$ cat src/verilog/hbp_pkg.sv
// Constants and types shared by the host bus port files
package hbp_pkg;

    // ----------------------------------------------------------------
    // Widths
    // ----------------------------------------------------------------
    localparam int ADDR_W  = 18;
    localparam int DATA_W  = 16;
    localparam int PANEL_W = 18;
    localparam int STRAP_W = 3;

    // ----------------------------------------------------------------
    // Bus personality strap layout
    // ----------------------------------------------------------------
    localparam int STRAP_INDIRECT_BIT = 2;
    localparam logic [1:0] STYLE_68  = 2'h0;
    localparam logic [1:0] STYLE_80A = 2'h1;
    localparam logic [1:0] STYLE_80B = 2'h2;
    localparam logic [1:0] STYLE_80C = 2'h3;

    // ----------------------------------------------------------------
    // Reset values
    // ----------------------------------------------------------------
    localparam logic [STRAP_W-1:0] STRAP_RST      = 3'h0;
    localparam logic [1:0]         STRAP_LOAD_CNT = 2'h3;
    localparam logic [ADDR_W-1:0]  ADDR_ZERO      = 18'h00000;
    localparam logic [DATA_W-1:0]  DATA_ZERO      = 16'h0000;
    localparam logic [PANEL_W-DATA_W-1:0] PANEL_PAD = 2'h0;
    localparam logic [PANEL_W-1:0] PANEL_ZERO     = 18'h00000;
    localparam logic [1:0]         LANES_NONE     = 2'h0;
    localparam logic [1:0]         LANES_BOTH     = 2'h3;

    // ----------------------------------------------------------------
    // Host cycle states
    // ----------------------------------------------------------------
    typedef enum logic [1:0] {
        HBP_IDLE = 2'b00,
        HBP_WAIT = 2'b01,
        HBP_DONE = 2'b10,
        HBP_END  = 2'b11
    } hbp_state_t;

endpackage

$ cat src/verilog/hbp_sync.sv
// Two-flop synchroniser for a group of pin inputs
module hbp_sync #(
    parameter int          W   = 1,
    parameter logic [W-1:0] RST = '0
) (
    input  wire logic         clk,
    input  wire logic         sys_rst,
    input  wire logic [W-1:0] din,
    output logic      [W-1:0] dout
);

    logic [W-1:0] meta_r;

    // First stage feeds only the second stage
    always_ff @(posedge clk or posedge sys_rst) begin
        if (sys_rst) begin
            meta_r <= RST;
            dout   <= RST;
        end else begin
            meta_r <= din;
            dout   <= meta_r;
        end
    end

endmodule

$ cat src/verilog/hbp_host_bus_port.sv
// Asynchronous 16-bit host CPU port with strap-selected personality
// What this block does
// - Single select: high space select picks display buffer, low picks registers.
// - Dual select: chip select pin becomes the memory-space select.
// - Dual select: space select pin becomes the register-space chip select.
// - Read pin: read strobe in types 1/2, low-byte read in type 3.
// - Write pin: read/write in 68, write in type 1, low write in type 3.
// - Upper lane pin: upper strobe, enable, write or read per personality.
// - Lower lane pin: lower strobe, enable, write, or upper write in type 3.
// - Stall held low during transfer, driven high at completion, then released.
// - Stall mask strap keeps the stall output from asserting.
// - Interrupt output high while pending, low after host clears it.
// - Reset pin low loads defaults and forces signals inactive.
// - Bus personality sampled from strap pins at power-on or reset.
// - Serial bypass: bypass chip select is host serial chip select.
// - Serial bypass: clock, command select and data take serial roles.
// - Parallel bypass: clock pin is write command, select is command/data.
// - Parallel bypass: chip select is panel two, data pin is panel one.
// - Power save or serial bypass passes serial pins to panel outputs.
// - Parallel bypass presents host data word on panel data bus.
module hbp_host_bus_port
    import hbp_pkg::*;
(
    input  wire logic               clk,
    input  wire logic               sys_rst,
    // Host pins
    input  wire logic               resetPinN,
    input  wire logic [STRAP_W-1:0] hostBusTypeStrap,
    input  wire logic               stallMaskStrap,
    input  wire logic               dualChipSelStrap,
    input  wire logic               hostChipSelN,
    input  wire logic               memOrRegSel,
    input  wire logic               readStrbN,
    input  wire logic               writeStrbN,
    input  wire logic               upperLaneSelN,
    input  wire logic               lowLaneSelN,
    input  wire logic [ADDR_W-1:0]  hostAddrBus,
    input  wire logic [DATA_W-1:0]  hostDataIn,
    output logic      [DATA_W-1:0]  hostDataOut,
    output logic                    hostDataOeN,
    output logic                    hostStallN,
    output logic                    hostStallOeN,
    output logic                    irqOut,
    // Bypass pins
    input  wire logic               bypassChipSelN,
    input  wire logic               bypassSerialClk,
    input  wire logic               bypassCmdDataSel,
    input  wire logic               bypassSerialDin,
    // Mode controls from internal logic
    input  wire logic               serialBypassEn,
    input  wire logic               parallelBypassEn,
    input  wire logic               powerSaveEn,
    input  wire logic               irqEvent,
    input  wire logic               irqClear,
    // Panel outputs
    output logic                    panel2ChipSelN,
    output logic                    panel1ChipSelN,
    output logic                    panelSerialClk,
    output logic                    panelCmdDataSel,
    output logic                    panelSerialDout,
    output logic                    panelWriteCmd,
    output logic      [PANEL_W-1:0] panelDataBus,
    // Internal access side
    output logic                    accReq,
    output logic                    accIsMem,
    output logic                    accIsWrite,
    output logic                    accIndirect,
    output logic      [1:0]         accLanes,
    output logic      [ADDR_W-1:0]  accAddr,
    output logic      [DATA_W-1:0]  accWdata,
    input  wire logic               accDone,
    input  wire logic [DATA_W-1:0]  accRdata,
    output logic      [STRAP_W-1:0] busType,
    output logic                    stallMasked
);

    // ----------------------------------------------------------------
    // Pin synchronisers
    // ----------------------------------------------------------------
    localparam int CTRL_W = 12;

    logic [CTRL_W-1:0]  ctrlSync;
    logic [ADDR_W-1:0]  addrSync;
    logic [DATA_W-1:0]  dataSync;
    logic [STRAP_W-1:0] strapSync;
    logic               rstPinSync;
    logic               csN;
    logic               spaceSel;
    logic               rdN;
    logic               weN;
    logic               upN;
    logic               loN;
    logic               byCsN;
    logic               bySclk;
    logic               byA0;
    logic               bySi;
    logic               maskSync;
    logic               dualSync;

    hbp_sync #(.W(CTRL_W), .RST(12'hFFF)) u_ctrl_sync (
        .clk     (clk),
        .sys_rst (sys_rst),
        .din     ({hostChipSelN, memOrRegSel, readStrbN, writeStrbN,
                   upperLaneSelN, lowLaneSelN, bypassChipSelN, bypassSerialClk,
                   bypassCmdDataSel, bypassSerialDin, stallMaskStrap,
                   dualChipSelStrap}),
        .dout    (ctrlSync)
    );

    hbp_sync #(.W(ADDR_W), .RST(ADDR_ZERO)) u_addr_sync (
        .clk     (clk),
        .sys_rst (sys_rst),
        .din     (hostAddrBus),
        .dout    (addrSync)
    );

    hbp_sync #(.W(DATA_W), .RST(DATA_ZERO)) u_data_sync (
        .clk     (clk),
        .sys_rst (sys_rst),
        .din     (hostDataIn),
        .dout    (dataSync)
    );

    hbp_sync #(.W(STRAP_W + 1), .RST(4'h0)) u_strap_sync (
        .clk     (clk),
        .sys_rst (sys_rst),
        .din     ({hostBusTypeStrap, resetPinN}),
        .dout    ({strapSync, rstPinSync})
    );

    assign csN      = ctrlSync[11];
    assign spaceSel = ctrlSync[10];
    assign rdN      = ctrlSync[9];
    assign weN      = ctrlSync[8];
    assign upN      = ctrlSync[7];
    assign loN      = ctrlSync[6];
    assign byCsN    = ctrlSync[5];
    assign bySclk   = ctrlSync[4];
    assign byA0     = ctrlSync[3];
    assign bySi     = ctrlSync[2];
    assign maskSync = ctrlSync[1];
    assign dualSync = ctrlSync[0];

    logic pinRst;
    assign pinRst = ~rstPinSync;

    // ----------------------------------------------------------------
    // Strap capture
    // ----------------------------------------------------------------
    // Sampled while the reset pin is held and a few cycles after power-on,
    // long enough for the strap synchronisers to settle.
    logic [1:0] strapCnt_r;
    logic       dualCs_r;

    always_ff @(posedge clk or posedge sys_rst) begin
        if (sys_rst) begin
            strapCnt_r <= STRAP_LOAD_CNT;
        end else if (pinRst) begin
            strapCnt_r <= STRAP_LOAD_CNT;
        end else if (strapCnt_r != 2'h0) begin
            strapCnt_r <= strapCnt_r - 2'h1;
        end
    end

    always_ff @(posedge clk or posedge sys_rst) begin
        if (sys_rst) begin
            busType     <= STRAP_RST;
            stallMasked <= 1'b0;
            dualCs_r    <= 1'b0;
        end else if (strapCnt_r != 2'h0) begin
            busType     <= strapSync;
            stallMasked <= maskSync;
            dualCs_r    <= dualSync;
        end
    end

    logic [1:0] style;
    logic       indirect;
    assign style    = busType[1:0];
    assign indirect = busType[STRAP_INDIRECT_BIT];

    // ----------------------------------------------------------------
    // Pin role decode
    // ----------------------------------------------------------------
    logic sel;
    logic isMem;
    logic rdLo;
    logic rdHi;
    logic wrLo;
    logic wrHi;

    always_comb begin
        if (dualCs_r) begin
            sel   = ~csN | ~spaceSel;
            isMem = ~csN;
        end else begin
            sel   = ~csN;
            isMem = spaceSel;
        end
        rdLo = 1'b0;
        rdHi = 1'b0;
        wrLo = 1'b0;
        wrHi = 1'b0;
        unique case (style)
            STYLE_68: begin
                rdHi = weN & ~upN;
                rdLo = weN & ~loN;
                wrHi = ~weN & ~upN;
                wrLo = ~weN & ~loN;
            end
            STYLE_80A: begin
                rdHi = ~rdN & ~upN;
                rdLo = ~rdN & ~loN;
                wrHi = ~weN & ~upN;
                wrLo = ~weN & ~loN;
            end
            STYLE_80B: begin
                rdHi = ~rdN;
                rdLo = ~rdN;
                wrHi = ~upN;
                wrLo = ~loN;
            end
            STYLE_80C: begin
                rdLo = ~rdN;
                rdHi = ~upN;
                wrLo = ~weN;
                wrHi = ~loN;
            end
        endcase
    end

    logic anyRd;
    logic anyWr;
    logic cycleOn;
    assign anyRd   = rdLo | rdHi;
    assign anyWr   = wrLo | wrHi;
    assign cycleOn = sel & (anyRd | anyWr);

    // ----------------------------------------------------------------
    // Host cycle sequencer
    // ----------------------------------------------------------------
    hbp_state_t state_r;
    hbp_state_t state_nxt;

    always_comb begin
        state_nxt = state_r;
        unique case (state_r)
            HBP_IDLE: if (cycleOn) state_nxt = HBP_WAIT;
            HBP_WAIT: if (accDone) state_nxt = HBP_DONE;
            HBP_DONE: state_nxt = HBP_END;
            HBP_END:  if (!cycleOn) state_nxt = HBP_IDLE;
        endcase
    end

    always_ff @(posedge clk or posedge sys_rst) begin
        if (sys_rst) begin
            state_r <= HBP_IDLE;
        end else if (pinRst) begin
            state_r <= HBP_IDLE;
        end else begin
            state_r <= state_nxt;
        end
    end

    // Request toward the internal spaces
    always_ff @(posedge clk or posedge sys_rst) begin
        if (sys_rst) begin
            accReq      <= 1'b0;
            accIsMem    <= 1'b0;
            accIsWrite  <= 1'b0;
            accIndirect <= 1'b0;
            accLanes    <= LANES_NONE;
            accAddr     <= ADDR_ZERO;
            accWdata    <= DATA_ZERO;
        end else if (pinRst) begin
            accReq      <= 1'b0;
            accIsMem    <= 1'b0;
            accIsWrite  <= 1'b0;
            accIndirect <= 1'b0;
            accLanes    <= LANES_NONE;
            accAddr     <= ADDR_ZERO;
            accWdata    <= DATA_ZERO;
        end else begin
            accReq <= (state_r == HBP_IDLE) && cycleOn;
            if ((state_r == HBP_IDLE) && cycleOn) begin
                accIsMem    <= isMem;
                accIsWrite  <= anyWr;
                accIndirect <= indirect;
                accLanes    <= anyWr ? {wrHi, wrLo} : {rdHi, rdLo};
                accWdata    <= dataSync;
                accAddr     <= indirect ? ADDR_ZERO : addrSync;
            end
        end
    end

    // Stall line: low while waiting, high at completion, then released
    always_ff @(posedge clk or posedge sys_rst) begin
        if (sys_rst) begin
            hostStallN   <= 1'b1;
            hostStallOeN <= 1'b1;
        end else if (pinRst) begin
            hostStallN   <= 1'b1;
            hostStallOeN <= 1'b1;
        end else begin
            hostStallN   <= ~(state_nxt == HBP_WAIT);
            hostStallOeN <= stallMasked |
                            ~((state_nxt == HBP_WAIT) || (state_nxt == HBP_DONE));
        end
    end

    // Read data held on the bus until the host drops its strobes
    always_ff @(posedge clk or posedge sys_rst) begin
        if (sys_rst) begin
            hostDataOut <= DATA_ZERO;
            hostDataOeN <= 1'b1;
        end else if (pinRst) begin
            hostDataOut <= DATA_ZERO;
            hostDataOeN <= 1'b1;
        end else begin
            if ((state_r == HBP_WAIT) && accDone && !accIsWrite) begin
                hostDataOut <= accRdata;
                hostDataOeN <= 1'b0;
            end else if (state_nxt == HBP_IDLE) begin
                hostDataOeN <= 1'b1;
            end
        end
    end

    // ----------------------------------------------------------------
    // Interrupt output
    // ----------------------------------------------------------------
    // Set wins over clear so an event in the clearing cycle survives
    always_ff @(posedge clk or posedge sys_rst) begin
        if (sys_rst) begin
            irqOut <= 1'b0;
        end else if (pinRst) begin
            irqOut <= 1'b0;
        end else begin
            if (irqEvent) begin
                irqOut <= 1'b1;
            end else if (irqClear) begin
                irqOut <= 1'b0;
            end
        end
    end

    // ----------------------------------------------------------------
    // Panel bypass paths
    // ----------------------------------------------------------------
    // Three flops of latency on every bypassed pin; slow serial and
    // parallel panel timing easily absorbs 15 ns.
    logic serialPass;
    assign serialPass = serialBypassEn | powerSaveEn;

    always_ff @(posedge clk or posedge sys_rst) begin
        if (sys_rst) begin
            panel2ChipSelN  <= 1'b1;
            panel1ChipSelN  <= 1'b1;
            panelSerialClk  <= 1'b0;
            panelCmdDataSel <= 1'b0;
            panelSerialDout <= 1'b0;
            panelWriteCmd   <= 1'b0;
            panelDataBus    <= PANEL_ZERO;
        end else if (pinRst) begin
            panel2ChipSelN  <= 1'b1;
            panel1ChipSelN  <= 1'b1;
            panelSerialClk  <= 1'b0;
            panelCmdDataSel <= 1'b0;
            panelSerialDout <= 1'b0;
            panelWriteCmd   <= 1'b0;
            panelDataBus    <= PANEL_ZERO;
        end else if (serialPass) begin
            panel2ChipSelN  <= byCsN;
            panel1ChipSelN  <= 1'b1;
            panelSerialClk  <= bySclk;
            panelCmdDataSel <= byA0;
            panelSerialDout <= bySi;
            panelWriteCmd   <= 1'b0;
            panelDataBus    <= PANEL_ZERO;
        end else if (parallelBypassEn) begin
            panel2ChipSelN  <= byCsN;
            panel1ChipSelN  <= bySi;
            panelWriteCmd   <= bySclk;
            panelCmdDataSel <= byA0;
            panelSerialClk  <= 1'b0;
            panelSerialDout <= 1'b0;
            panelDataBus    <= {PANEL_PAD, dataSync};
        end else begin
            panel2ChipSelN  <= 1'b1;
            panel1ChipSelN  <= 1'b1;
            panelSerialClk  <= 1'b0;
            panelCmdDataSel <= 1'b0;
            panelSerialDout <= 1'b0;
            panelWriteCmd   <= 1'b0;
            panelDataBus    <= PANEL_ZERO;
        end
    end

endmodule

$ cat config.mk
export PLATFORM = sky130hd
export DESIGN_NAME = hbp_host_bus_port
export DESIGN_NICKNAME = d
export VERILOG_FILES = /design/src/verilog/hbp_pkg.sv /design/src/verilog/hbp_sync.sv /design/src/verilog/hbp_host_bus_port.sv
export SDC_FILE = /design/constraint.sdc
export NUM_CORES = 1
export LEC_CHECK = 0
export BUFFER_PORTS_ARGS = -buffer_cell sky130_fd_sc_hd__buf_4
export CORE_ASPECT_RATIO = 0.9
export CORE_MARGIN = 1.5
export CORE_UTILIZATION = 45
export DETAILED_ROUTE_END_ITERATION = 16
export PLACE_DENSITY = 0.7
export SKIP_LAST_GASP = 1
export SYNTH_ARGS = -nofsm -noshare
export SYNTH_HDL_FRONTEND = slang
export SYNTH_HIERARCHICAL = 1
export SYNTH_SLANG_ARGS = --single-unit
export TNS_END_PERCENT = 50
$ cat constraint.sdc
create_clock -name clk -period 3.9 [get_ports clk]
set_input_delay 0 -clock clk [delete_from_list [all_inputs] [get_ports clk]]
set_output_delay 0 -clock clk [all_outputs]
set_load 0.02 [all_outputs]
# [Word level (Yosys, flattened, before mapping)]
# Cells that the tools add are included.
[classes] addsub=1 eq_ne=13 mux=57 reduce_logical=11 n_bitwise=21
[op_table] op="16-bit two-way mux" count=7
[op_table] op="18-bit two-way mux" count=3
[op_table] op="1-bit two-way mux" count=33
[op_table] op="2-bit two-way mux" count=9
[op_table] op="2-bit equality test (second input constant)" count=5
[op_table] op="1-bit one-hot mux with 3 select lines" count=3
[op_table] op="1-bit inverter" count=8
[op_table] op="2-bit one-hot mux with 4 select lines" count=1
[op_table] op="1-bit AND" count=7
[op_table] op="2-bit by 1-bit equality test with 1-bit output (second input constant)" count=3
[op_table] op="2-bit zero test" count=3
[op_table] op="2-bit != test (second input constant)" count=3
[op_table] op="3-bit != test (second input constant)" count=2
[op_table] op="1-bit bitwise OR" count=6
[op_table] op="1-bit one-hot mux with 4 select lines" count=1
[op_table] op="2-bit OR reduction" count=2
[op_table] op="1-bit logical AND" count=3
[op_table] op="2-bit nonzero test" count=1
[op_table] op="2-bit by 1-bit subtractor with 2-bit output (second input constant)" count=1
[op_table] op="1-bit zero test" count=1
[op_table] op="1-bit logical OR" count=1
[word_totals] word_cells=135 ff_bits=193 inputBits=74 output_inout_bits=88

# [Longest topological paths before layout]
[depth] depth_word=13 mapped_depth=8 mapped_depth_nobuf=7

# [Cells and area by module]
# The synthesis kept the hierarchy.
[by_module_without_submodules] module="hbp_host_bus_port" instances=1 cells_each=257 area_each_um2=3495.9 seq_area_each_um2=2285.9
[by_module_without_submodules] module="hbp_sync at u_addr_sync" instances=1 cells_each=37 area_each_um2=904.6 seq_area_each_um2=900.9
[by_module_without_submodules] module="hbp_sync at u_data_sync" instances=1 cells_each=33 area_each_um2=804.5 seq_area_each_um2=800.8
[by_module_without_submodules] module="hbp_sync at u_ctrl_sync" instances=1 cells_each=25 area_each_um2=634.4 seq_area_each_um2=630.6
[by_module_without_submodules] module="hbp_sync at u_strap_sync" instances=1 cells_each=9 area_each_um2=203.9 seq_area_each_um2=200.2

# [Least setup slack after synthesis]
# Ideal clock, no wire load.
[synth_path] path_kind="register to register" start="reg busType[0]" end="reg hostStallOeN" setup_ns=0.088 n_path_buf=1 synth_period_minus_slack_ns=2.050 setup_slack_ns=1.850 t_required_ns=3.812 path_stages_with_launch=8 t_arrival_ns=1.962 cell_sequence="dfrtp_1 buf_6 and2b_1 o2bb2ai_2 nor2_1 o311a_1 ha_1 or3_1"
[synth_via] elab_chain_len=13 elab_cells_between_ends=23 cone_classes="5 x eq/ne; 8 x mux; 6 x bitwise; 4 x reduce/logical"
[synth_lines] item="start: declaration" line="hbp_host_bus_port.sv:73" text="output logic [STRAP_W-1:0] busType,"
[synth_lines] item="start signal: assignment" line="hbp_host_bus_port.sv:171" text="busType <= strapSync;"
[synth_lines] item="2-bit equality test, or another cell as far along" line="hbp_host_bus_port.sv:204" text="unique case (style)"
[synth_lines] item="2-bit OR reduction (no source line)"
[synth_lines] item="1-bit one-hot mux with 3 select lines" line="hbp_host_bus_port.sv:204"
[synth_lines] item="1-bit bitwise OR, on equally long branches" line="hbp_host_bus_port.sv:235, hbp_host_bus_port.sv:236"
[synth_lines] item="1-bit bitwise OR (*)" line="hbp_host_bus_port.sv:237" text="assign cycleOn = sel & (anyRd | anyWr);"
[synth_lines] item="1-bit AND (*)" line="hbp_host_bus_port.sv:237"
[synth_lines] item="2-bit two-way mux, on equally long branches" line="hbp_host_bus_port.sv:251, hbp_host_bus_port.sv:248"
[synth_lines] item="2-bit one-hot mux with 4 select lines (*)" line="hbp_host_bus_port.sv:247" text="unique case (state_r)"
[synth_lines] item="2-bit by 1-bit equality test with 1-bit output or 2-bit equality test (tied branches)" line="hbp_host_bus_port.sv:307" text="~((state_nxt == HBP_WAIT) || (state_nxt == HBP_DONE));"
[synth_lines] item="1-bit logical OR (*)" line="hbp_host_bus_port.sv:307"
[synth_lines] item="1-bit inverter (*)" line="hbp_host_bus_port.sv:307"
[synth_lines] item="1-bit bitwise OR (*)" line="hbp_host_bus_port.sv:306" text="hostStallOeN <= stallMasked |"
[synth_lines] item="1-bit two-way mux (*)" line="hbp_host_bus_port.sv:301" text="end else if (pinRst) begin"
[synth_lines] item="end signal: assignment" line="hbp_host_bus_port.sv:306"
[synth_lines] item="end: declaration" line="hbp_host_bus_port.sv:42" text="output logic hostStallOeN,"
# Every way passes the cells marked *; elsewhere a longest branch is shown, timed or not.
# A chain may end at the register's enable or synchronous reset.

# [Final worst setup path]
[layout_path] start="reg u_ctrl_sync.dout[8]" end="reg hostStallOeN"
[layout_via] elab_chain_len=13 elab_cells_between_ends=22 cone_classes="2 x eq/ne; 8 x mux; 11 x bitwise; 1 x reduce/logical"
[layout_lines] item="start: declaration" line="hbp_sync.sv:9" text="output logic [W-1:0] dout"
[layout_lines] item="start signal: assignment" line="hbp_sync.sv:21" text="dout <= meta_r;"
[layout_lines] item="1-bit inverter"
[layout_lines] item="1-bit AND, on equally long branches"
[layout_lines] item="1-bit one-hot mux with 3 select lines" line="hbp_host_bus_port.sv:204"
[layout_lines] item="1-bit bitwise OR" line="hbp_host_bus_port.sv:236" text="assign anyWr = wrLo | wrHi;"
[layout_lines] item="1-bit bitwise OR (*)" line="hbp_host_bus_port.sv:237"
[layout_lines] item="1-bit AND (*)" line="hbp_host_bus_port.sv:237"
[layout_lines] item="2-bit two-way mux, on equally long branches" line="hbp_host_bus_port.sv:251, hbp_host_bus_port.sv:248"
[layout_lines] item="2-bit one-hot mux with 4 select lines (*)" line="hbp_host_bus_port.sv:247"
[layout_lines] item="2-bit by 1-bit equality test with 1-bit output or 2-bit equality test (tied branches)" line="hbp_host_bus_port.sv:307"
[layout_lines] item="1-bit logical OR (*)" line="hbp_host_bus_port.sv:307"
[layout_lines] item="1-bit inverter (*)" line="hbp_host_bus_port.sv:307"
[layout_lines] item="1-bit bitwise OR (*)" line="hbp_host_bus_port.sv:306"
[layout_lines] item="1-bit two-way mux (*)" line="hbp_host_bus_port.sv:301"
# Marks and branches as above.

==> results.md <==
- Status: completed
- Final min period: 2210 ps
- Crit. End Element: flop
- Finished Layout Cells: about 780
- Switch share: 23.9%
- GR Util met1: between 20% and 30%
- Final Setup Violations: 0
- Initial antenna violation count: 0
- DP HPWL: 7900 microns
- Layout Nets: 676
- Slew @ Worst Pin: 1150 ps
- Global-route wire length before repair: 20500 microns
- WHS: 60.0 ps
- FFs w/ async S/R, synth: between 90% and 100%
- Slew Limit Fails: 0
- Worst VDD drop: about 0.65 mV
- Sink Count: about 190
- CP max stage delay: 590 ps
- Reg area: 0.00482 sq mm
- CTS Hold Buffers Added: 73
- Mapped cell area: 0.00604 sq mm
- Core area: 0.0129 sq mm
- Final Wtd Congestion: 0.886
- Initial Util: 46.9%
- Total gr overflow: 0
- RSZ-0062 raised after global routing: no
- Via count: 3765
- Placement Setup Slack: 1700 ps
- CP required: about 4300 ps
- Post-CTS Resized: 0
- Max Buffers Root-to-Sink: 2
- Comb power frac: 10.9%
- Die Wd: between 100 and 150 microns
- Cts bufs inserted: 17
- Power Density: 514 mW/mm^2
- DR iter-0 viols: 217
- Drt total wl: 12700 microns
- Switching pwr: 1.07 mW
- Most Crowded Layer GR: met2
- Die area: 0.0141 sq mm
- Port bufs: between 150 and 200
- #FFs+latches synth: roughly 190
- Seq/Total Area, Yosys: 79.7%
- # fillers: 864
- Pin count of the biggest net entering global routing: between 90 and 100
- Slowest CP cell: dfstp_2
- Vias/cell: 4.85
- Max cap viols: 0
- Synthesized instance count: about 360
- Final period util: 56.7%
- Fin area: 0.00873 sq mm
- Post-route ant nets: 0
- Worst-path cell chain: and2b_1 > o2bb2ai_2 > nor2_1 > o311a_1 > ha_1 > or3_1
- Crit path DAT: around 2600 ps
- # diodes: 0
- Vias in the first global route: around 4000
- Netlist cell types: 39
- Final hold violations: 0
- Fin worst setup slack: 1690 ps
- Setup Fix Bufs, Post-CTS: 0
- Worst Hold Class: in -> reg
- First-pass DRT Iterations: 5
- GR met2 Demand/Resource: 30.7%
- Multi-input logic area: 0.00109 sq mm
- Top_reg_cell synth: dfrtp_1
- DRC: 0
- Total power: 4.49 mW
- Internal power: ~3.4 mW
- Post-Route Setup TNS: 0 ps
- Worst-skew pair later-pin latency: about 420 ps
- Syn. warnings: 6
- # IOs: around 160
- WL/cell: 16.3 microns
- Slew HR: 22.7%
- Clock Skews: roughly 9.5 ps
- H-tree depth: 4
- Die height: 113 microns
- Final Util: between 60% and 70%
- Placed Cells: 671
- Worst-path clk slew: about 70 ps
- Fraction of layout cells with a size suffix above 1: 38.9%
- Cell Area, Placed: between 0.007 and 0.008 sq mm
- Critical Setup Path Class: reg -> reg
- Startpoint types: flop
- Leakage: between 4 and 5 nW
- Clock network power share: approximately two fifths
- Post-Syn Area per Cell: about 17 sq um
- Max Clk Rate: 0.452 GHz
- TritonCTS clock tree: built
- Number of synthesized flops with an enable pin: 0
- Num rows: 39
- Max Fanout on Critical Path: 7
- Root buf cell: clkbuf_16
- Sequential fraction of design power: 48.9%
- Layout area overhead: 44.5%
- Met3 Track Usage GR: 6.34%
- Overall Global Routing Usage: 19.1%
==> cells in the mapped netlist, drive strengths merged, types with 3 or more instances <==
| library cell | instances | share of area (%) |
|---|---|---|
| buf | 12 | 1.3 |
| nor3 | 3 | 0.41 |
| clkbuf | 4 | 0.25 |
| and2 | 17 | 1.8 |
| nor2b | 3 | 0.31 |
| nand3 | 3 | 0.25 |
| dfstp | 31 | 13 |
| nor2 | 8 | 0.50 |
| mux2 | 6 | 1.1 |
| a21oi | 4 | 0.33 |
| ha | 3 | 0.62 |
| a22o | 54 | 7.8 |
| dfrtp | 160 | 66 |
| o21ai | 5 | 0.41 |
| inv | 13 | 0.81 |
| or3 | 4 | 0.41 |
| nand2 | 7 | 0.43 |
==> path summary, 6_finish.rpt <==
check	cells after the start	start	slack [ps]	endpoint
min in group asynchronous	3	sys_rst	120	u_strap_sync/meta_r[1]$_DFF_PP0_
max	6	u_ctrl_sync/dout[8]$_DFF_PP1_	1690	hostStallOeN$_DFF_PP1_
max reg2reg	6	u_ctrl_sync/dout[8]$_DFF_PP1_	1690	hostStallOeN$_DFF_PP1_
max in group asynchronous	3	sys_rst	2770	accWdata[13]$_DFFE_PP0P_
min reg2reg	0	u_data_sync/meta_r[2]$_DFF_PP0_	350	u_data_sync/dout[2]$_DFF_PP0_
min	4	accDone	60	state_r[0]$_DFF_PP0_
==> worst max-delay path: cells and delay by family (launching register included) <==
| family | cells | cell delay [ps] |
|---|---|---|
| AND/OR/NAND/NOR | 3 | 690 |
| flip-flops | 1 | 590 |
| AO/OA/AOI/OAI | 2 | 570 |
| adder cells (fa/ha/maj) | 1 | 290 |
==> flip-flops by register name, summed over array words and instances (netlist names), 2 cells and up <==
signal,count
accAddr,18
u_addr_sync/dout,18
u_addr_sync/meta_r,18
accWdata,16
hostDataOut,16
panelDataBus,16
u_data_sync/dout,16
u_data_sync/meta_r,16
u_ctrl_sync/dout,12
u_ctrl_sync/meta_r,12
u_strap_sync/dout,4
u_strap_sync/meta_r,4
busType,3
accLanes,2
state_r,2
strapCnt_r,2
==> layout by cell type (no fill, tap or decap), drive strengths merged, types with 3 or more instances in the layout <==
cell type | netlist | layout
inv | 13 | 18
dfstp | 31 | 31
clkbuf | 4 | 19
dlygate4sd3 | 0 | 73
mux2 | 6 | 6
a22o | 54 | 54
a21oi | 4 | 4
bufinv | 0 | 3
o21ai | 5 | 5
buf | 12 | 161
or3 | 4 | 4
nand2 | 7 | 7
nand3 | 3 | 3
nor3 | 3 | 3
nor2b | 3 | 3
and2 | 17 | 17
nor2 | 8 | 8
dfrtp | 160 | 160
ha | 3 | 3
clkinvlp | 0 | 3
==> area by class of cell <==
cell class,instances,area share (%)
tap,164,2.35
inverter,13,0.587
timing repair buffer,234,22.2
multi-input combinational,142,12.5
sequential,191,55.2
clock inverter,13,2.02
clock buffer,19,5.19
==> power groups by stage <==
| stage | combinational, mW | sequential [mW] | clock [mW] |
|---|---|---|---|
| 6_report | 0.491 | 2.20 | 1.80 |
| 5_1_grt | 0.533 | 2.21 | 1.93 |
| 4_1_cts | 0.495 | 2.20 | 1.83 |
| 3_5_place_dp | 0.436 | 2.23 | 0 |
| 3_3_place_gp | 0.426 | 2.23 | 0 |
| 2_1_floorplan | 0.179 | 2.28 | 0 |
==> per-layer routing <==
metal | up-vias | part of all wire (%)
met5 | - | 0
met4 | 0 | 1.1
met3 | 15 | 6.8
met2 | 143 | 50
met1 | 1876 | 42
li1 | 1731 | -
==> kinds of logic (layout without fill, tap and decap cells) <==
logic type / Yosys count / count (layout) / synth area share (%)
compound gates: 77 / 77 / 10.9
xor+xnor: 1 / 1 / 0.145
fa+ha+maj: 3 / 3 / 0.621
buf+inv: 29 / 279 / 2.38
flops: 191 / 191 / 79.7
mux: 7 / 7 / 1.28
other cells: 1 / 2 / 0.0621
simple gates: 52 / 52 / 4.87
No activity file was read; power rests on OpenSTA's default activity.
